$ cat src/inc/tvo_pkg.sv
package tvo_pkg;

	// ****************************************************************
	// Timecode word: hours, minutes, seconds and frames in binary.
	// ****************************************************************
	typedef struct packed
	{
		logic [4:0] hours;
		logic [5:0] minutes;
		logic [5:0] seconds;
		logic [4:0] frames;
	} tvo_tc_t;

	typedef enum logic {TVO_AV_LIVE, TVO_AV_BLACK} tvo_av_state_t;

	// ****************************************************************
	// Register byte addresses.
	// ****************************************************************
	localparam logic [7:0] ADDR_CTRL   = 8'h00;
	localparam logic [7:0] ADDR_INIT   = 8'h04;
	localparam logic [7:0] ADDR_APPLY  = 8'h08;
	localparam logic [7:0] ADDR_OFFSET = 8'h0c;
	localparam logic [7:0] ADDR_STATUS = 8'h10;
	localparam logic [7:0] ADDR_TC     = 8'h14;

	// Control register bit positions and value after reset.
	localparam int CTRL_WALL   = 0;
	localparam int CTRL_DROP   = 1;
	localparam int CTRL_LTC    = 2;
	localparam int CTRL_VITC   = 3;
	localparam int CTRL_COMP0  = 4;
	localparam int CTRL_FILTER = 7;
	localparam int CTRL_AV     = 8;
	localparam int CTRL_W      = 9;
	localparam logic [8:0] CTRL_RESET = 9'h0f0;

	// Offset register layout: minutes, hours, sign (set = subtract).
	localparam int OFF_MIN_LSB = 0;
	localparam int OFF_HR_LSB  = 6;
	localparam int OFF_NEG     = 11;
	localparam int OFF_W       = 12;

	// Status register bit positions.
	localparam int STAT_NONSTD = 0;
	localparam int STAT_WALL   = 1;
	localparam int STAT_BLACK  = 2;
	localparam int STAT_DROP   = 3;

	// Clock arithmetic of the day and of the drop-frame scheme.
	localparam logic [11:0] MIN_PER_DAY  = 12'h5a0;
	localparam logic [11:0] MIN_PER_HOUR = 12'h03c;
	localparam logic [5:0]  LAST_SEC     = 6'h3b;
	localparam logic [5:0]  LAST_MIN     = 6'h3b;
	localparam logic [4:0]  LAST_HOUR    = 5'h17;
	localparam logic [5:0]  DROP_KEEP    = 6'h0a;
	localparam logic [4:0]  DROP_SKIP    = 5'h02;

	// AV cycle timing at the 50 MHz clock.
	localparam int CLK_HZ        = 50000000;
	localparam int AV_ON_MS      = 1000;
	localparam int AV_OFF_MS     = 4000;
	localparam int AV_ON_CYCLES  = AV_ON_MS * (CLK_HZ / 1000);
	localparam int AV_OFF_CYCLES = AV_OFF_MS * (CLK_HZ / 1000);
	localparam int AV_CNT_W      = 28;

	// Black levels of the luma-like and the difference-like components.
	localparam logic [9:0] Y_BLACK = 10'h040;
	localparam logic [9:0] C_BLACK = 10'h200;

endpackage

$ cat src/inc/tvo_ctl_if.sv
`timescale 1ns/10ps
interface tvo_ctl_if;
	logic             wall_sel;
	logic             wall_present;
	logic             drop_active;
	logic             apply;
	logic             frame_tick;
	logic [4:0]       frame_max;
	logic [11:0]      offset;
	tvo_pkg::tvo_tc_t init_time;
	tvo_pkg::tvo_tc_t wall_tc;
	tvo_pkg::tvo_tc_t tc;
	logic [2:0]       comp_on;
	logic             gen_mode;
	logic             filt_en;
	logic             force_black;

	modport ctl
	(
		output wall_sel, wall_present, drop_active, apply, frame_tick, frame_max,
		output offset, init_time, wall_tc, comp_on, gen_mode, filt_en, force_black,
		input tc
	);
	modport tcm
	(
		input wall_sel, wall_present, drop_active, apply, frame_tick, frame_max,
		input offset, init_time, wall_tc,
		output tc
	);
	modport pix
	(
		input comp_on, gen_mode, filt_en, force_black
	);
endinterface

$ cat src/core/tvo_timecode.sv
`timescale 1ns/10ps
module tvo_timecode
(
	input wire logic clk,
	input wire logic rst,
	tvo_ctl_if.tcm   ctl
);
	tvo_pkg::tvo_tc_t prog;
	tvo_pkg::tvo_tc_t next_prog;
	logic [11:0]      wall_mins;
	logic [11:0]      off_mins;
	logic [11:0]      sum_mins;
	logic [11:0]      day_mins;

	// Next frame count; minute starts off the tenth drop two frame numbers.
	always_comb
	begin
		next_prog = prog;
		if (prog.frames >= ctl.frame_max)
		begin
			next_prog.frames = 5'h00;
			if (prog.seconds == tvo_pkg::LAST_SEC)
			begin
				next_prog.seconds = 6'h00;
				if (prog.minutes == tvo_pkg::LAST_MIN)
				begin
					next_prog.minutes = 6'h00;
					next_prog.hours = (prog.hours == tvo_pkg::LAST_HOUR) ? 5'h00
						: prog.hours + 5'h01;
				end
				else
				begin
					next_prog.minutes = prog.minutes + 6'h01;
				end
				if (ctl.drop_active && (next_prog.minutes % tvo_pkg::DROP_KEEP != 6'h00))
				begin
					next_prog.frames = tvo_pkg::DROP_SKIP;
				end
			end
			else
			begin
				next_prog.seconds = prog.seconds + 6'h01;
			end
		end
		else
		begin
			next_prog.frames = prog.frames + 5'h01;
		end
	end

	// Program counter: apply without a module present loads the held initial time, else one step per frame.
	always_ff @(posedge clk)
	begin
		if (rst)
			prog <= '0;
		else if (ctl.apply && !ctl.wall_present)
			prog <= ctl.init_time;
		else if (ctl.frame_tick)
			prog <= next_prog;
	end

	// Signed offset on the received local time, wrapped into one day.
	assign wall_mins = 12'(ctl.wall_tc.hours) * tvo_pkg::MIN_PER_HOUR
		+ 12'(ctl.wall_tc.minutes);
	assign off_mins = 12'(ctl.offset[tvo_pkg::OFF_HR_LSB +: 5]) * tvo_pkg::MIN_PER_HOUR
		+ 12'(ctl.offset[tvo_pkg::OFF_MIN_LSB +: 6]);
	assign sum_mins = ctl.offset[tvo_pkg::OFF_NEG]
		? wall_mins + tvo_pkg::MIN_PER_DAY - off_mins
		: wall_mins + off_mins;
	assign day_mins = (sum_mins >= tvo_pkg::MIN_PER_DAY) ? sum_mins - tvo_pkg::MIN_PER_DAY
		: sum_mins;

	// Source select; the wall clock counts only while its module is present.
	always_ff @(posedge clk)
	begin
		if (rst)
			ctl.tc <= '0;
		else if (ctl.wall_sel && ctl.wall_present)
		begin
			ctl.tc.hours   <= 5'(day_mins / tvo_pkg::MIN_PER_HOUR);
			ctl.tc.minutes <= 6'(day_mins % tvo_pkg::MIN_PER_HOUR);
			ctl.tc.seconds <= ctl.wall_tc.seconds;
			ctl.tc.frames  <= ctl.wall_tc.frames;
		end
		else
			ctl.tc <= prog;
	end
endmodule

$ cat src/core/tvo_pixel_path.sv
`timescale 1ns/10ps
module tvo_pixel_path
(
	input wire logic        clk,
	input wire logic        rst,
	tvo_ctl_if.pix          ctl,
	input wire logic        filt_capable,
	input wire logic        in_valid,
	input wire logic [29:0] in_data,
	output logic            out_valid,
	output logic [29:0]     out_data
);
	// Both paths deliver the centre tap, so toggling the filter keeps latency.
	genvar i;
	generate
		for (i = 0; i < 3; i++)
		begin : g_comp
			localparam logic [9:0] BLACK = (i == 0) ? tvo_pkg::Y_BLACK : tvo_pkg::C_BLACK;
			logic [9:0]  gated;
			logic [9:0]  d1;
			logic [9:0]  d2;
			logic [11:0] sum;

			// Component gate acts in generator mode; AV black acts always.
			assign gated = (ctl.force_black || (ctl.gen_mode && !ctl.comp_on[i])) ? BLACK
				: in_data[10*i +: 10];
			assign sum = {2'b00, gated} + {1'b0, d1, 1'b0} + {2'b00, d2} + 12'h002;

			// Tap line and output select.
			always_ff @(posedge clk)
			begin
				if (rst)
				begin
					d1 <= BLACK;
					d2 <= BLACK;
					out_data[10*i +: 10] <= BLACK;
				end
				else if (in_valid)
				begin
					d1 <= gated;
					d2 <= d1;
					out_data[10*i +: 10] <= (ctl.filt_en && filt_capable) ? sum[11:2]
						: d1;
				end
			end
		end
	endgenerate

	// Valid follows the data by one register.
	always_ff @(posedge clk)
	begin
		if (rst)
			out_valid <= 1'b0;
		else
			out_valid <= in_valid;
	end
endmodule

$ cat src/core/tvo_video_output_ctrl.sv
// Function
// - Program source drives timecode from program counter.
// - Wall-clock source only with reference module present.
// - Wall-clock time taken as local time, then shifted by the offset.
// - Apply loads held initial time without module.
// - Signed offset up to 23:59 added to time.
// - Drop-frame counting only at non-integer rates.
// - Enable gates ancillary linear timecode insertion.
// - Independent enable gates vertical-interval timecode.
// - On/off gates first colour component.
// - On/off gates second colour component.
// - On/off gates third colour component.
// - Component gating only in generator mode.
// - Any non-default video setting flags non-standard.
// - Enabled edge filter low-passes level transitions on filter-capable outputs only.
// - Disabled filter switches levels instantly.
// - AV cycle: one second live, four black.
`timescale 1ns/10ps
module tvo_video_output_ctrl
#(
	parameter int unsigned AV_ON_CYCLES  = tvo_pkg::AV_ON_CYCLES,
	parameter int unsigned AV_OFF_CYCLES = tvo_pkg::AV_OFF_CYCLES
)
(
	input wire logic        clk,
	input wire logic        rst,
	input wire logic [7:0]  reg_addr,
	input wire logic [31:0] reg_wdata,
	input wire logic        reg_wr,
	input wire logic        reg_rd,
	output logic [31:0]     reg_rdata,
	input wire logic        wall_clock_present,
	input wire logic [21:0] wall_clock_time,
	input wire logic        frame_rate_integer,
	input wire logic [4:0]  frame_max,
	input wire logic        generator_mode,
	input wire logic        frame_start,
	input wire logic        filter_capable,
	input wire logic        vid_in_valid,
	input wire logic [29:0] vid_in_data,
	output logic            vid_out_valid,
	output logic [29:0]     vid_out_data,
	output logic [21:0]     timecode_out,
	output logic            anc_linear_timecode_enable,
	output logic            anc_vertical_interval_timecode_enable,
	output logic            name_nonstandard,
	output logic            audio_mute
);

	// ****************************************************************
	// Register state
	// ****************************************************************

	logic                          wall_clock_source;
	logic                          drop_frame_enable;
	logic                          ltc_enable;
	logic                          vitc_enable;
	logic [2:0]                    comp_on;
	logic                          edge_filter_enable;
	logic                          av_delay_cycle_mode;
	tvo_pkg::tvo_tc_t              init_time;
	logic [tvo_pkg::OFF_W-1:0]     tc_offset;
	logic                          apply_pulse;
	logic [tvo_pkg::CTRL_W-1:0]    ctrl_word;
	logic [31:0]                   next_rdata;
	logic                          drop_active;
	logic                          nonstandard;
	tvo_pkg::tvo_av_state_t        av_state;
	logic [tvo_pkg::AV_CNT_W-1:0]  av_count;
	logic                          av_black;

	tvo_ctl_if ctl_bus ();

	// Control register assembled for read back.
	assign ctrl_word = {av_delay_cycle_mode, edge_filter_enable, comp_on, vitc_enable,
		ltc_enable, drop_frame_enable, wall_clock_source};

	// Control bits; components and filter reset on, the rest off.
	always_ff @(posedge clk)
	begin
		if (rst)
		begin
			wall_clock_source   <= tvo_pkg::CTRL_RESET[tvo_pkg::CTRL_WALL];
			drop_frame_enable   <= tvo_pkg::CTRL_RESET[tvo_pkg::CTRL_DROP];
			ltc_enable          <= tvo_pkg::CTRL_RESET[tvo_pkg::CTRL_LTC];
			vitc_enable         <= tvo_pkg::CTRL_RESET[tvo_pkg::CTRL_VITC];
			comp_on             <= tvo_pkg::CTRL_RESET[tvo_pkg::CTRL_COMP0 +: 3];
			edge_filter_enable  <= tvo_pkg::CTRL_RESET[tvo_pkg::CTRL_FILTER];
			av_delay_cycle_mode <= tvo_pkg::CTRL_RESET[tvo_pkg::CTRL_AV];
		end
		else if (reg_wr && reg_addr == tvo_pkg::ADDR_CTRL)
		begin
			wall_clock_source   <= reg_wdata[tvo_pkg::CTRL_WALL];
			drop_frame_enable   <= reg_wdata[tvo_pkg::CTRL_DROP];
			ltc_enable          <= reg_wdata[tvo_pkg::CTRL_LTC];
			vitc_enable         <= reg_wdata[tvo_pkg::CTRL_VITC];
			comp_on             <= reg_wdata[tvo_pkg::CTRL_COMP0 +: 3];
			edge_filter_enable  <= reg_wdata[tvo_pkg::CTRL_FILTER];
			av_delay_cycle_mode <= reg_wdata[tvo_pkg::CTRL_AV];
		end
	end

	// Initial time is only held here; it reaches the counter on apply.
	always_ff @(posedge clk)
	begin
		if (rst)
			init_time <= '0;
		else if (reg_wr && reg_addr == tvo_pkg::ADDR_INIT)
			init_time <= reg_wdata[21:0];
	end

	// Timecode offset, used only while the reference module is present.
	always_ff @(posedge clk)
	begin
		if (rst)
			tc_offset <= '0;
		else if (reg_wr && reg_addr == tvo_pkg::ADDR_OFFSET)
			tc_offset <= reg_wdata[tvo_pkg::OFF_W-1:0];
	end

	// Apply is a one-cycle command; the timecode block ignores it with a module present.
	always_ff @(posedge clk)
	begin
		if (rst)
			apply_pulse <= 1'b0;
		else
			apply_pulse <= reg_wr && reg_addr == tvo_pkg::ADDR_APPLY && reg_wdata[0];
	end

	// ****************************************************************
	// Register read port
	// ****************************************************************

	// Read mux; unmapped addresses and idle cycles return zero.
	always_comb
	begin
		next_rdata = 32'h0000_0000;
		if (reg_rd)
		begin
			unique case (reg_addr)
				tvo_pkg::ADDR_CTRL:   next_rdata = {23'h000000, ctrl_word};
				tvo_pkg::ADDR_INIT:   next_rdata = {10'h000, init_time};
				tvo_pkg::ADDR_OFFSET: next_rdata = {20'h00000, tc_offset};
				tvo_pkg::ADDR_STATUS:
				begin
					next_rdata[tvo_pkg::STAT_NONSTD] = nonstandard;
					next_rdata[tvo_pkg::STAT_WALL]   = wall_clock_present;
					next_rdata[tvo_pkg::STAT_BLACK]  = av_black;
					next_rdata[tvo_pkg::STAT_DROP]   = drop_active;
				end
				tvo_pkg::ADDR_TC:     next_rdata = {10'h000, ctl_bus.tc};
				default:              next_rdata = 32'h0000_0000;
			endcase
		end
	end

	// Read data stand only in the cycle after the strobe.
	always_ff @(posedge clk)
	begin
		if (rst)
			reg_rdata <= 32'h0000_0000;
		else
			reg_rdata <= next_rdata;
	end

	// ****************************************************************
	// Derived conditions
	// ****************************************************************

	// The stored drop choice is kept but ignored at integer frame rates.
	assign drop_active = drop_frame_enable && !frame_rate_integer;

	// Any video setting away from default marks the signal name.
	assign nonstandard = (comp_on != 3'h7) || !edge_filter_enable
		|| av_delay_cycle_mode;

	// ****************************************************************
	// AV timing cycle
	// ****************************************************************

	// Live for the on time, then black and muted for the off time, repeating.
	always_ff @(posedge clk)
	begin
		if (rst || !av_delay_cycle_mode)
		begin
			av_state <= tvo_pkg::TVO_AV_LIVE;
			av_count <= '0;
		end
		else
		begin
			unique case (av_state)
				tvo_pkg::TVO_AV_LIVE:
				begin
					if (av_count == tvo_pkg::AV_CNT_W'(AV_ON_CYCLES - 1))
					begin
						av_state <= tvo_pkg::TVO_AV_BLACK;
						av_count <= '0;
					end
					else
						av_count <= av_count + 1'b1;
				end
				tvo_pkg::TVO_AV_BLACK:
				begin
					if (av_count == tvo_pkg::AV_CNT_W'(AV_OFF_CYCLES - 1))
					begin
						av_state <= tvo_pkg::TVO_AV_LIVE;
						av_count <= '0;
					end
					else
						av_count <= av_count + 1'b1;
				end
			endcase
		end
	end

	assign av_black = av_state == tvo_pkg::TVO_AV_BLACK;

	// ****************************************************************
	// Submodule wiring
	// ****************************************************************

	// Control to the timecode and pixel blocks.
	assign ctl_bus.wall_sel     = wall_clock_source;
	assign ctl_bus.wall_present = wall_clock_present;
	assign ctl_bus.drop_active  = drop_active;
	assign ctl_bus.apply        = apply_pulse;
	assign ctl_bus.frame_tick   = frame_start;
	assign ctl_bus.frame_max    = frame_max;
	assign ctl_bus.offset       = tc_offset;
	assign ctl_bus.init_time    = init_time;
	assign ctl_bus.wall_tc      = wall_clock_time;
	assign ctl_bus.comp_on      = comp_on;
	assign ctl_bus.gen_mode     = generator_mode;
	assign ctl_bus.filt_en      = edge_filter_enable;
	assign ctl_bus.force_black  = av_black;

	tvo_timecode u_timecode
	(
		.clk (clk),
		.rst (rst),
		.ctl (ctl_bus)
	);

	tvo_pixel_path u_pixel
	(
		.clk          (clk),
		.rst          (rst),
		.ctl          (ctl_bus),
		.filt_capable (filter_capable),
		.in_valid     (vid_in_valid),
		.in_data      (vid_in_data),
		.out_valid    (vid_out_valid),
		.out_data     (vid_out_data)
	);

	// ****************************************************************
	// Outputs
	// ****************************************************************

	// Flags and timecode out of flip-flops, so they change only on a clock edge.
	always_ff @(posedge clk)
	begin
		if (rst)
		begin
			timecode_out                          <= 22'h000000;
			anc_linear_timecode_enable            <= 1'b0;
			anc_vertical_interval_timecode_enable <= 1'b0;
			name_nonstandard                      <= 1'b0;
			audio_mute                            <= 1'b0;
		end
		else
		begin
			timecode_out                          <= ctl_bus.tc;
			anc_linear_timecode_enable            <= ltc_enable;
			anc_vertical_interval_timecode_enable <= vitc_enable;
			name_nonstandard                      <= nonstandard;
			audio_mute                            <= av_black;
		end
	end

endmodule

$ cat config.mk
export PLATFORM = sky130hd
export DESIGN_NAME = tvo_video_output_ctrl
export DESIGN_NICKNAME = d
export VERILOG_FILES = /design/src/inc/tvo_pkg.sv /design/src/inc/tvo_ctl_if.sv /design/src/core/tvo_timecode.sv /design/src/core/tvo_pixel_path.sv /design/src/core/tvo_video_output_ctrl.sv
export SDC_FILE = /design/constraint.sdc
export NUM_CORES = 1
export LEC_CHECK = 0
export ABC_AREA = 1
export BUFFER_PORTS_ARGS = -buffer_cell sky130_fd_sc_hd__buf_2
export CORE_MARGIN = 1.5
export CORE_UTILIZATION = 58
export CTS_CLUSTER_DIAMETER = 60
export CTS_CLUSTER_SIZE = 12
export DETAILED_ROUTE_END_ITERATION = 8
export PLACE_DENSITY_LB_ADDON = 0.08
export SLEW_MARGIN = 30
export SYNTH_ARGS = -nofsm -noshare
export SYNTH_HDL_FRONTEND = slang
export SYNTH_SLANG_ARGS = --single-unit
$ cat constraint.sdc
create_clock -name clk -period 7.7 [get_ports clk]
set_input_delay 0.385 -clock clk [delete_from_list [all_inputs] [get_ports clk]]
set_output_delay 0.385 -clock clk [all_outputs]
set_load 0.02 [all_outputs]
==> impl_metrics.ini <==
[die]
ios = 196
coreArea_sq_um = 26800
rows = 60
initial_core_util_pct = 58.79
die_y_microns = 167.8
die_w_microns = 167.8
die_area_sq_um = 28160

[detailed_routing]
dr.pass1.iters = 5
post_drt_wl_per_cell_microns = 14.99
drc_errors = 0
vias_per_cell = 5.415
ant_nets = 0
via_count = 14403
routed_wl_microns = 39870
drtIter0Drc = 1081

[timing]
fin_crit_ps = 7411
worst_slack_ps = 289.3
holdWs_ps = 53.04
hold_viol = 0
worstMarginPinSlew_ps = 915.1
skew_ps = 24.38
setup_viol = 0
max_freq_ghz = 0.1349
period_share_pct = 96.24
max-slew-margin-rel_pct = 38.90
timing.final.max_slew_violations = 0

[worst_setup_path]
rr_startpoint = ctl_bus.offset[8]$_SDFFE_PP0P_
cp.required_ps = 8160
reg2reg_slack_ps = 290
rr_worst_depth = 47
worstSetupEndpointType = register
crit_top_cell = nand2_2
reg2reg_to = u_timecode.ctl.tc[13]$_SDFF_PP0_
worst-path-buf-inv = 7
worstPathMaxFanout = 5
arrival_ps = 7870
crit_path_start_kind = register
slowest_stage = fa_1
critical_path_class = reg -> reg
crit_family = simple AND/OR/NAND/NOR gates
slowest_delay_ps = 590

[cells_and_area]
nets = 2568
layout_commonest_cell = nand2_1
stdcell_area_sq_um = 18270
drive_above_1_share_pct = 17.45
area_growth_pct = 15.93
final_cell_mix = 333 x nand2_1, 311 x inv_1, 252 x dfxtp_1
nFillCells = 2324
finalNonFillerCells = 2660

[clock_network]
clk_path_buf_depth = 3
cts_tree = built
clock-sinks = 256
ctsHtreeMaxLevel = 1
clock_latency_ps = 560
postCtsHoldBufs = 0
cts-root-buf = clkbuf_16
cts_buffers = 27
path_clk_slew_ps = 60

[logic_synthesis]
synth_cell_types = 60
syn-mean-instance-area_sq_um = 7.355
netlist_area_sq_um = 15760
synthCells = 2142
async_reset_ff_share_pct = 0
synth-seq-cells = 256
seq_area_frac_synth_pct = 32.53
synth_edf_count = 0
yosys_warnings = 0
synthFlopType = dfxtp_1

[placed_design]
place.gp.congestion = 0.9124
post-place-cells = 2598
placedInstanceArea_sq_um = 16850
dp_hpwl_microns = 28770
portBuffers = 175
place_ws_ps = 119.5

[grt]
grt_util_all_layers_pct = 27.03
grt_pass1_vias = 13122
grt-ovfl-total = 0
grt_pass1_wl_microns = 63000
grt_max_degree = 105
antenna_found_initial = 5

[power]
pwr_density_cell_nw_per_um2 = 325.2
power_leakage_nw = 8.657
power_mw = 5.940
vdd_drop_max_v = 0.0003877

[worst_hold_path]
whs_path_depth = 3
hp-class = in -> reg
hold_start = reg_wdata[12]
holdPathEnd = ctl_bus.init_time[12]$_SDFFE_PP0P_

[run_status]
outcome = finished, final reports clean

[run]
drv_cap = 0
[synthesized netlist by cell type (11+ instances only)]
| cell | count | area (sq um) |
|---|---|---|
| a21oi_1 | 221 | 1106 |
| a221oi_1 | 12 | 105.1 |
| a31oi_1 | 17 | 106.4 |
| buf_4 | 11 | 82.58 |
| clkbuf_1 | 64 | 240.2 |
| dfxtp_1 | 256 | 5125 |
| fa_1 | 42 | 840.8 |
| ha_1 | 112 | 1401 |
| inv_1 | 319 | 1197 |
| inv_2 | 17 | 63.81 |
| nand2_1 | 347 | 1303 |
| nand2_2 | 21 | 131.4 |
| nand3_1 | 70 | 350.3 |
| nand4_1 | 20 | 125.1 |
| nor2_1 | 192 | 720.7 |
| nor3_1 | 22 | 110.1 |
| nor4_1 | 12 | 75.07 |
| o211ai_1 | 12 | 90.09 |
| o21ai_0 | 179 | 895.9 |
| o21ai_1 | 11 | 55.05 |
| xnor2_1 | 28 | 245.2 |
| xor2_1 | 43 | 376.6 |
[layout make-up]
type	count	area (sq um)	share of cell area, %
repair buffers	207	1119	6.124
diodes	4	10.01	0.05480
inverters	340	1276	6.987
clock inverters	5	50.05	0.2740
flip-flops and latches	256	5132	28.10
well taps	341	426.7	2.336
clock buffers	32	734.5	4.021
multi-input cells	1475	9517	52.10
[where the power goes]
| part | total [mW] | switching, mW | internal [mW] |
|---|---|---|---|
| Combinational | 3.35 | 2.04 | 1.31 |
| Sequential | 1.39 | 0.0281 | 1.36 |
| Clock | 1.20 | 0.525 | 0.672 |
| Total | 5.94 | 2.60 | 3.34 |
[kinds of logic (layout without fill, tap and decap cells)]
group	Yosys count	count (layout)	share of synthesized area, %
XOR/XNOR	74	74	4.257
AO/OA/AOI/OAI	503	503	17.70
other	1	14	0.02380
AND/OR/NAND/NOR	734	734	20.97
buffers and inverters	420	584	10.29
flip-flops	256	256	32.53
adder cells (fa/ha/maj)	154	154	14.23
[per-layer routing]
metal  share of wire, %  global-route usage (%)  routed length [microns]
met1                 45                   37.05                    18120
met2                 46                   43.91                    18270
met3                6.4                   4.490                     2535
met4                2.3                   7.951                      936
met5              0.030                       0                       12
[state kept, by name, indices dropped and copies added (netlist names), 28 cells and up]
signal and count:
u_pixel.g_comp.d2 30, u_pixel.g_comp.d1 30, av_count 28, u_pixel.out_data 30
[how the worst max path moves through the flow]
stage,to,cells after the start,start,slack (ps)
2_1_floorplan,u_timecode.ctl.tc[13]$_SDFF_PP0_,47,ctl_bus.offset[6]$_SDFFE_PP0P_,860
3_3_place_gp,u_timecode.ctl.tc[13]$_SDFF_PP0_,52,wall_clock_time[17],270
4_1_cts,u_timecode.ctl.tc[14]$_SDFF_PP0_,44,ctl_bus.offset[6]$_SDFFE_PP0P_,90
5_1_grt,u_timecode.ctl.tc[13]$_SDFF_PP0_,48,ctl_bus.offset[8]$_SDFFE_PP0P_,-140
6_report,u_timecode.ctl.tc[13]$_SDFF_PP0_,47,ctl_bus.offset[8]$_SDFFE_PP0P_,290
3_5_place_dp,u_timecode.ctl.tc[14]$_SDFF_PP0_,44,ctl_bus.offset[6]$_SDFFE_PP0P_,120
[timing repair]
| item | 4_1_cts | 5_1_grt |
|---|---|---|
| hold endpoints to repair | 0 | 0 |
| buffers inserted | 0 | 21 |
| resized for setup | 0 | 88 |
| endpoints found under the setup margin | 0 | 6 |
[stage by stage]
stage | setup TNS, ps | utilization (%)
floorplan | 0 | -
global placement | 0 | 62.86
detailed placement | 0 | 62.86
CTS | 0 | 65.78
global route | -379.4 | 68.15
finish | 0 | 68.15
[worst register-to-register path, delay by kind of cell (launching register included)]
family / cells / cell delay, ps
and+or+nand+nor: 25 / 2610
adders and majority gates: 6 / 2530
AOI/OAI and AO/OA: 6 / 840
buffers and inverters: 7 / 520
xor gates and xnor gates: 3 / 510
DFF: 1 / 360
(Power assumes the default switching activity.)
